`config.mk`:
```
export PLATFORM = sky130hd
export DESIGN_NAME = bscan_observe
export DESIGN_NICKNAME = d
export VERILOG_FILES = /design/src/core/bscan_observe.v /design/src/core/obs_fifo.v
export VERILOG_INCLUDE_DIRS = /design/src /design/src/core
export SDC_FILE = /design/constraint.sdc
export NUM_CORES = 1
export LEC_CHECK = 0
export BUFFER_PORTS_ARGS = -buffer_cell sky130_fd_sc_hd__buf_2
export CELL_PAD_IN_SITES_DETAIL_PLACEMENT = 1
export CELL_PAD_IN_SITES_GLOBAL_PLACEMENT = 1
export CORE_MARGIN = 2
export CORE_UTILIZATION = 48
export DETAILED_ROUTE_END_ITERATION = 7
export GPL_TIMING_DRIVEN = 0
export PLACE_DENSITY_LB_ADDON = 0.1
export SLEW_MARGIN = 20
export SYNTH_ARGS = -nofsm -noshare
export SYNTH_HDL_FRONTEND = slang
export SYNTH_SLANG_ARGS = --single-unit
```
`constraint.sdc`:
```
create_clock -name core_clk -period 2.9 [get_ports core_clk]
set_clock_uncertainty 0.2 [all_clocks]
set_input_delay 0.58 -clock core_clk [delete_from_list [all_inputs] [get_ports core_clk]]
set_output_delay 0.58 -clock core_clk [all_outputs]
set_load 0.02 [all_outputs]
```
`src/core/bscan_observe_defs.vh`:
```
// constants for the boundary-scan and signal-observe data registers
// assumes the controller state and current instruction come from an external tap
`ifndef BSCAN_OBSERVE_DEFS_VH
`define BSCAN_OBSERVE_DEFS_VH

// ----------------------------------------
// controller states (4-bit codes)
// ----------------------------------------
`define ST_TEST_LOGIC_RESET 4'hf
`define ST_CAPTURE_DR 4'h6
`define ST_SHIFT_DR 4'h2
`define ST_EXIT1_DR 4'h1
`define ST_PAUSE_DR 4'h3
`define ST_EXIT2_DR 4'h0
`define ST_UPDATE_DR 4'h5

// ----------------------------------------
// instruction codes (3-bit)
// ----------------------------------------
`define INSTR_EXTEST 3'h0
`define INSTR_SAMPLE_PRELOAD 3'h1
`define INSTR_SIGNAL_OBSERVE 3'h3

// ----------------------------------------
// sizes and reset values
// ----------------------------------------
`define NUM_PINS 2
`define CELLS_PER_PIN 3
`define NUM_CELLS 6
`define OE_CELL 0
`define OUT_CELL 1
`define IN_CELL 2
`define OBS_STAGE_W 2
`define OBS_ADDR_W 8
`define OBS_SEL_W 4
`define NODE_BUS_W 16
`define NODE_COUNT 4'hc
`define FIFO_DEPTH 16
`define FIFO_AW 4
`define CELLS_RST 6'h00
`define STAGE_RST 2'h0
`define ADDR_RST 8'h00
`define SYNC_RST 12'h03c

`endif

```
`src/core/bscan_observe.v`:
```
// boundary-scan data register and signal-observe data register
// assumes an external tap supplies controller state and instruction; all test
// inputs arrive from another domain and are sampled by core_clk
`timescale 1ns/1ps
`include "bscan_observe_defs.vh"

// Function
// - extest reset state: cells pass through
// - extest capture loads parallel inputs
// - shift toward output; hold in exit/pause
// - update latches shift stage; else hold
// - extest output shows latch, falling edge update
// - sample capture loads parallel inputs
// - sample keeps cells transparent always
// - two-bit stage chained to address registers
// - update ends shifting; registers then hold
// - capture after update loads observed results
// - capture only with valid address; address holds
// - stage and address shift together outward
// - results driven on reserved observe pins
// - legacy clock and data ignored under observe
// - legacy pins work under other instructions
// - three cells per system pin
// - code 000 selects extest
// - code 001 selects sample/preload
// - code 011 selects observe register
module bscan_observe (
   input wire core_clk,
   input wire rst_n,
   input wire test_clk_pin,
   input wire test_data_in_pin,
   input wire [3:0] tap_state_pin,
   input wire [2:0] instr_code_pin,
   output reg test_data_out,
   output reg test_data_out_oe,
   input wire [1:0] pad_in_data,
   input wire [1:0] core_out_data,
   input wire [1:0] core_out_en,
   output wire [1:0] core_in_data,
   output wire [1:0] pad_out_data,
   output wire [1:0] pad_out_en,
   input wire [15:0] internal_nodes,
   input wire legacy_observe_clock_pin,
   input wire legacy_observe_data_pin,
   input wire probe_pins_reserved,
   output reg observe_output_a,
   output reg observe_output_b,
   output reg observe_output_oe,
   output wire [1:0] result_data,
   output wire result_valid,
   input wire result_ready,
   output reg result_dropped
);

   // ----------------------------------------
   // input synchronisers
   // ----------------------------------------
   reg [11:0] sync1_q;
   reg [11:0] sync2_q;
   reg [1:0] pad_s1_q;
   reg [1:0] pad_s2_q;
   reg tck_d_q;
   reg lck_d_q;
   wire tck;
   wire tdi;
   wire [3:0] state;
   wire [2:0] instr;
   wire lck;
   wire ldat;
   wire reserved;

   // first stage is read only by the second; all test pins come from outside
   always @(posedge core_clk or negedge rst_n) begin
      if (!rst_n) begin
         // state field resets to test-logic-reset so the pads stay transparent
         sync1_q <= `SYNC_RST;
         sync2_q <= `SYNC_RST;
         pad_s1_q <= 2'h0;
         pad_s2_q <= 2'h0;
         tck_d_q <= 1'b0;
         lck_d_q <= 1'b0;
      end else begin
         sync1_q <= {probe_pins_reserved, legacy_observe_data_pin,
            legacy_observe_clock_pin, instr_code_pin, tap_state_pin,
            test_data_in_pin, test_clk_pin};
         sync2_q <= sync1_q;
         pad_s1_q <= pad_in_data;
         pad_s2_q <= pad_s1_q;
         tck_d_q <= tck;
         lck_d_q <= lck;
      end
   end

   assign tck = sync2_q[0];
   assign tdi = sync2_q[1];
   assign state = sync2_q[5:2];
   assign instr = sync2_q[8:6];
   assign lck = sync2_q[9];
   assign ldat = sync2_q[10];
   assign reserved = sync2_q[11];

   // ----------------------------------------
   // decode
   // ----------------------------------------
   wire tck_rise = tck & ~tck_d_q;
   wire tck_fall = ~tck & tck_d_q;
   wire lck_rise = lck & ~lck_d_q;
   wire is_extest = (instr == `INSTR_EXTEST);
   wire is_sample = (instr == `INSTR_SAMPLE_PRELOAD);
   wire is_observe = (instr == `INSTR_SIGNAL_OBSERVE);
   wire bs_selected = is_extest | is_sample;
   wire in_capture = (state == `ST_CAPTURE_DR);
   wire in_shift = (state == `ST_SHIFT_DR);
   wire in_update = (state == `ST_UPDATE_DR);
   wire in_reset = (state == `ST_TEST_LOGIC_RESET);
   // exits and pause: every data stage keeps its contents
   wire in_hold = (state == `ST_EXIT1_DR) | (state == `ST_PAUSE_DR) |
      (state == `ST_EXIT2_DR);

   // a select is valid only below the number of observed nodes
   function sel_ok;
      input [3:0] sel;
      begin
         sel_ok = (sel < `NODE_COUNT);
      end
   endfunction

   // picks one observed node; out of range selects give zero
   function node_pick;
      input [15:0] nodes;
      input [3:0] sel;
      begin
         node_pick = sel_ok(sel) ? nodes[sel] : 1'b0;
      end
   endfunction

   // ----------------------------------------
   // boundary cells: parallel inputs, three per pin
   // ----------------------------------------
   wire [5:0] cell_parallel_in;
   wire [5:0] cell_parallel_out;
   reg [5:0] bs_shift_q;
   reg [5:0] cell_latched_output;
   // transparent unless extest owns the pins outside the reset state
   wire bs_drive_latched = is_extest & ~in_reset;

   genvar p;
   generate
      for (p = 0; p < `NUM_PINS; p = p + 1) begin : g_pin
         // oe cell, output cell, input cell per pin, oe cell nearest the output
         assign cell_parallel_in[p*`CELLS_PER_PIN + `OE_CELL] = core_out_en[p];
         assign cell_parallel_in[p*`CELLS_PER_PIN + `OUT_CELL] = core_out_data[p];
         assign cell_parallel_in[p*`CELLS_PER_PIN + `IN_CELL] = pad_s2_q[p];
         assign pad_out_en[p] = cell_parallel_out[p*`CELLS_PER_PIN + `OE_CELL];
         assign pad_out_data[p] = cell_parallel_out[p*`CELLS_PER_PIN + `OUT_CELL];
         assign core_in_data[p] = cell_parallel_out[p*`CELLS_PER_PIN + `IN_CELL];
      end
   endgenerate

   // output follows the latch under extest outside reset, else the input straight through
   assign cell_parallel_out = bs_drive_latched ? cell_latched_output
      : cell_parallel_in;

   // one-cycle strokes of the boundary register, taken from the detected edges
   wire bs_cap_en = tck_rise & bs_selected & in_capture;
   wire bs_shift_en = tck_rise & bs_selected & in_shift;
   wire bs_hold_en = tck_rise & bs_selected & in_hold;
   wire bs_upd_en = tck_fall & bs_selected & in_update;

   // shift and latch stages of the boundary register
   always @(posedge core_clk or negedge rst_n) begin
      if (!rst_n) begin
         bs_shift_q <= `CELLS_RST;
         cell_latched_output <= `CELLS_RST;
      end else begin
         if (bs_cap_en) begin
            bs_shift_q <= cell_parallel_in;
         end else if (bs_shift_en) begin
            bs_shift_q <= {tdi, bs_shift_q[5:1]};
         end else if (bs_hold_en) begin
            bs_shift_q <= bs_shift_q;
         end
         // new latch value appears on the falling test clock edge
         if (bs_upd_en) begin
            cell_latched_output <= bs_shift_q;
         end
      end
   end

   // ----------------------------------------
   // signal-observe register
   // ----------------------------------------
   reg [1:0] observe_shift_stage;
   reg [7:0] obs_addr_q;
   reg push_q;
   wire addr_valid;
   wire [1:0] obs_result;

   // low nibble picks output a, high nibble picks output b
   assign addr_valid = sel_ok(obs_addr_q[3:0]) &
      sel_ok(obs_addr_q[7:4]);
   assign obs_result = {node_pick(internal_nodes, obs_addr_q[7:4]),
      node_pick(internal_nodes, obs_addr_q[3:0])};

   // strokes of the observe chain; a bad address makes capture a no-op
   wire obs_cap_en = tck_rise & in_capture & addr_valid;
   wire obs_shift_en = tck_rise & in_shift;
   wire obs_hold_en = tck_rise & (in_hold | in_update);

   // address and stage form one chain: tdi into the address, stage bit 0 out
   always @(posedge core_clk or negedge rst_n) begin
      if (!rst_n) begin
         observe_shift_stage <= `STAGE_RST;
         obs_addr_q <= `ADDR_RST;
         push_q <= 1'b0;
      end else begin
         push_q <= 1'b0;
         if (is_observe) begin
            // legacy clock and data have no effect here
            if (obs_cap_en) begin
               observe_shift_stage <= obs_result;
               push_q <= 1'b1;
            end else if (obs_shift_en) begin
               observe_shift_stage <= {obs_addr_q[0], observe_shift_stage[1]};
               obs_addr_q <= {tdi, obs_addr_q[7:1]};
            end else if (obs_hold_en) begin
               // update ends shifting; exits and pause keep both parts
               observe_shift_stage <= observe_shift_stage;
               obs_addr_q <= obs_addr_q;
            end
         end else if (lck_rise) begin
            obs_addr_q <= {ldat, obs_addr_q[7:1]};
         end
      end
   end

   // observe pins carry the selected nodes when reserved for it
   always @(posedge core_clk or negedge rst_n) begin
      if (!rst_n) begin
         observe_output_a <= 1'b0;
         observe_output_b <= 1'b0;
         observe_output_oe <= 1'b0;
      end else begin
         observe_output_a <= reserved & obs_result[0];
         observe_output_b <= reserved & obs_result[1];
         observe_output_oe <= reserved;
      end
   end

   // ----------------------------------------
   // result stream; capture cannot wait for the tester, so a full buffer drops
   // ----------------------------------------
   wire fifo_in_ready;

   obs_fifo #(
      .WIDTH(`OBS_STAGE_W),
      .DEPTH(`FIFO_DEPTH),
      .AW(`FIFO_AW)
   ) u_fifo (
      .core_clk(core_clk),
      .rst_n(rst_n),
      .in_data(observe_shift_stage),
      .in_valid(push_q),
      .in_ready(fifo_in_ready),
      .out_data(result_data),
      .out_valid(result_valid),
      .out_ready(result_ready)
   );

   // one-cycle flag when a result finds the buffer full
   always @(posedge core_clk or negedge rst_n) begin
      if (!rst_n) begin
         result_dropped <= 1'b0;
      end else begin
         result_dropped <= push_q & ~fifo_in_ready;
      end
   end

   // ----------------------------------------
   // serial output, changed on the falling test clock edge
   // ----------------------------------------
   wire shift_out_bit = is_observe ? observe_shift_stage[0] : bs_shift_q[0];
   wire drive_en = in_shift & (bs_selected | is_observe);

   always @(posedge core_clk or negedge rst_n) begin
      if (!rst_n) begin
         test_data_out <= 1'b0;
         test_data_out_oe <= 1'b0;
      end else if (tck_fall) begin
         // driven only while one of our registers is in the path and shifting
         test_data_out <= shift_out_bit;
         test_data_out_oe <= drive_en;
      end
   end

   // ----------------------------------------
   // hold states
   // ----------------------------------------
   // exit1, exit2 and pause only refresh the stages with their own value; the
   // tester leaves shift only through exit1, which ends shifting

endmodule // bscan_observe

```
`src/core/obs_fifo.v`:
```
// small first-in first-out buffer with registered read data
// assumes a single clock; push and pop are valid/ready handshakes
`timescale 1ns/1ps

module obs_fifo #(
   parameter WIDTH = 2,
   parameter DEPTH = 16,
   parameter AW = 4
) (
   input wire core_clk,
   input wire rst_n,
   input wire [WIDTH-1:0] in_data,
   input wire in_valid,
   output wire in_ready,
   output reg [WIDTH-1:0] out_data,
   output reg out_valid,
   input wire out_ready
);

   reg [WIDTH-1:0] mem [0:DEPTH-1];
   reg [AW-1:0] wr_q;
   reg [AW-1:0] rd_q;
   reg [AW:0] count_q;
   wire push;
   wire pop_mem;

   // ----------------------------------------
   // handshake terms
   // ----------------------------------------
   assign in_ready = (count_q != DEPTH[AW:0]);
   assign push = in_valid & in_ready;
   // move a word into the output register whenever it is free or being taken
   assign pop_mem = (count_q != {(AW+1){1'b0}}) & (~out_valid | out_ready);

   // storage array, written only, no reset needed
   always @(posedge core_clk) begin
      if (push) begin
         mem[wr_q] <= in_data;
      end
   end

   // pointers, occupancy and output register
   always @(posedge core_clk or negedge rst_n) begin
      if (!rst_n) begin
         wr_q <= {AW{1'b0}};
         rd_q <= {AW{1'b0}};
         count_q <= {(AW+1){1'b0}};
         out_data <= {WIDTH{1'b0}};
         out_valid <= 1'b0;
      end else begin
         if (push) begin
            wr_q <= wr_q + 1'b1;
         end
         if (pop_mem) begin
            rd_q <= rd_q + 1'b1;
            out_data <= mem[rd_q];
            out_valid <= 1'b1;
         end else if (out_ready) begin
            out_valid <= 1'b0;
         end
         count_q <= count_q + {{AW{1'b0}}, push} - {{AW{1'b0}}, pop_mem};
      end
   end

endmodule // obs_fifo

```
==> qor.csv <==
metric;value;unit
run status;finished clean;
Peak VDD IR;0.421;mV
EDFF count, synth;32;
leading post-synthesis cells by instance count;67 x dfrtp_1, 32 x edfxtp_1, 24 x mux2_2, 18 x nand2_1, 16 x nor2_1;
Mapped Cells;303;
Sw Pwr;0.00124;W
headroom to the max-slew limit;0.618;
H-tree levels;3;
DRT antenna net count;0;
ys async rst share;0.701;
first-pass GRT wire length;13100;um
fillcell total;927;
Ant. Diodes;0;
syn_nets;352;
Clock Root Buffer;clkbuf_8;
Die Area;0.0101;mm^2
internal power;0.00267;W
top_reg_cell synth;dfrtp_1;
drt pass-1 iters;4;
CTS Sinks;107;
switching share of power;0.317;
area delta synth->final;14.1;%
post-synth cell types;47;
Remaining Overflow, GRT;0;
cell row count;35;
via-per-instance ratio;5.37;
layout cells sized above 1;0.309;
CP arrival;2.82;ns
Starting DRT DRC Count;53;
reg-to-reg slack, setup;0.20;ns
IO Port Bufs;47;
Final Hold Vio Count;0;
Place WS;-0.0865;ns
Final Wtd Congestion;0.732;
largest net degree at the start of global routing;40;
yosys warns;0;
Slew Limit Fails;0;
CP Cell Sequence;inv_1 -> ha_1 -> nor4b_2 -> a21oi_2 -> ha_1 -> inv_1 -> ha_1 -> inv_1 -> fa_1 -> inv_1 -> a21oi_1 -> o21bai_1 -> xnor2_1;
minimum clock period;2.70;ns
cell area after synthesis;0.00446;mm^2
Most common cell on crit path;inv_1;
hpwl dp;5640;um
DRT Wirelength;7860;um
nets;413;
CTS tree;built;
cell accounting for the most synthesized area;dfrtp_1;
die span in x;100;um
Clk pwr share;0.226;
#FFs+latches synth;107;
main area contributors after synthesis;dfrtp_1 38%, edfxtp_1 22%, mux2_2 6.1%, dfstp_2 4.7%, mux4_1 4.1%;
# DRC;0;
fin util;0.558;
crit end category;flop;
Seq/Total Area, Yosys;0.639;
CORE AREA;0.00911;mm^2
Period Utilization, post-route;0.933;
Critical Path Start Type;flop;
syn_area_per_cell;14.7;um^2
clock slew seen by the registers of the worst setup and hold paths;0.11;ns
Leak;2.16;nW
number of max-cap violations;0;
Num CTS Buffers;9;
Setup violations, final;0;
PwrDens;769;mW/mm^2
Ports;52;
leading cell type by number of instances after synthesis;dfrtp_1;
Clk Latency, worst-skew pair;0.38;ns
Longest Clk Path Bufs;2;
Tot GR Track Use;0.171;
Initial Util;0.489;
routed via count;2579;
DIE HEIGHT;100;um
initial antenna violation count;0;
Max Freq;0.370;GHz
CP Max Fanout;2;
CP bufs+invs;4;
Flop pwr share;0.505;
Req. time, crit path;3.01;ns
Synth top area share;0.376;
Critical Path Max Stage Delay;0.40;ns
Worst-Margin Slew;0.573;ns
logic gate share of total power;0.270;
Critical-path top delay cell;dfrtp_1;
DR WL/cell;16.4;um
CP Class;reg2reg;
final worst slack;0.195;ns
delay-heaviest family, CP;adder cells;
HP Class;in2reg;
vias in the first global route;2720;
## what timing repair did
| item | CTS | global route |
|---|---|---|
| pin swaps | 1 | 0 |
| gates resized for setup | 3 | 0 |
| setup buffers | 0 | 2 |
| hold endpoints to repair | 36 | 0 |
| hold buffers | 1 | 0 |
| gates cloned | 0 | 0 |
| endpoints found under the setup margin | 7 | 7 |
## worst reg2reg max path: cells and delay by family (launching register included)
family | cells | cell delay, ns
fa+ha+maj | 4 | 1.01
flops | 1 | 0.40
compound gates | 3 | 0.33
simple gates | 1 | 0.28
buf+inv | 4 | 0.27
xor+xnor | 1 | 0.14
## metal layers
layer | global-route usage | up-vias | share of wire
li1 | - | 1214 | -
met1 | 0.204 | 1308 | 0.42
met2 | 0.304 | 46 | 0.53
met3 | 0.0460 | 11 | 0.034
met4 | 0.0537 | 0 | 0.014
met5 | 0 | - | 0
## area by class of cell
cell class	count	area [um^2]	area share
flip-flops and latches	107	2850	0.560
multi-input cells	172	1520	0.299
repair buffers	51	283	0.0556
well taps	111	139	0.0273
clock buffers	9	124	0.0244
clock inverters	7	70.1	0.0138
inverters	14	52.6	0.0103
plain buffers	9	50.0	0.00984
## power groups by stage
| stage | Clock [W] | Combinational [W] | Sequential [W] |
|---|---|---|---|
| after floorplan | 0 | 0.000783 | 0.00198 |
| after global placement | 0 | 0.00102 | 0.00199 |
| after detailed placement | 0 | 0.00106 | 0.00200 |
| after CTS | 0.000914 | 0.00107 | 0.00198 |
| after global routing | 0.000964 | 0.00118 | 0.00201 |
| final | 0.000882 | 0.00105 | 0.00197 |
## kinds of logic after synthesis
family,count (synthesis),share of synthesized area
flip-flops,107,0.639
multiplexers,50,0.159
buffers and inverters,24,0.0241
AO/OA/AOI/OAI,35,0.0491
AND/OR/NAND/NOR,65,0.0739
XOR/XNOR,10,0.0197
adder cells (fa/ha/maj),12,0.0354
## final timing paths
path	from	endpoint	cells after the start
max	u_fifo.count_q[2]	u_fifo.count_q[4]	13
min	tap_state_pin[1]	sync1_q[3]	1
max reg2reg	u_fifo.count_q[2]	u_fifo.count_q[4]	13
min reg2reg	pad_s1_q[0]	pad_s2_q[0]	0
max in group asynchronous	rst_n	sync1_q[5]	3
min in group asynchronous	rst_n	u_fifo.count_q[1]	2
## per-stage QoR
stage / total power (W) / cell area [um^2] / std cells / hold WS (ns) / TNS, ns
after floorplan: 0.00276 / 4460 / 303 / 0.0844 / 0
after global placement: 0.00301 / 4830 / 461 / 0.132 / -0.00929
after detailed placement: 0.00306 / 4850 / 462 / 0.136 / -0.0865
after CTS: 0.00396 / 5070 / 478 / 0.0657 / 0
after global routing: 0.00415 / 5080 / 480 / 0.0538 / -0.0137
final: 0.00391 / 5080 / 480 / 0.0857 / 0
## registers in the layout (all words and copies together), names as in the netlist, 4 cells and up
register             cells
cell_latched_output      6
bs_shift_q               6
u_fifo.wr_q              4
u_fifo.mem              32
u_fifo.rd_q              4
obs_addr_q               8
sync1_q                 12
u_fifo.count_q           5
sync2_q                 12
## layout by cell type, fill, tap and decap left out, types with 3 or more instances in the layout
| master | Yosys | layout |
|---|---|---|
| a21oi_1 | 6 | 6 |
| buf_2 | 1 | 46 |
| buf_4 | 0 | 3 |
| clkbuf_1 | 5 | 5 |
| clkbuf_8 | 0 | 9 |
| dfrtp_1 | 67 | 67 |
| dfstp_2 | 8 | 8 |
| edfxtp_1 | 32 | 32 |
| ha_1 | 11 | 11 |
| inv_1 | 14 | 14 |
| inv_6 | 0 | 3 |
| mux2_2 | 24 | 24 |
| mux2i_1 | 14 | 14 |
| mux4_1 | 7 | 7 |
| mux4_2 | 5 | 5 |
| nand2_1 | 18 | 18 |
| nand2b_1 | 3 | 3 |
| nand4_1 | 4 | 4 |
| nor2_1 | 16 | 16 |
| nor3_1 | 7 | 7 |
| nor3b_1 | 3 | 3 |
| o21ai_0 | 10 | 10 |
| o22ai_1 | 6 | 6 |
| xnor2_1 | 7 | 7 |
| xor2_1 | 3 | 3 |
Power figures use the tool's default switching activity.
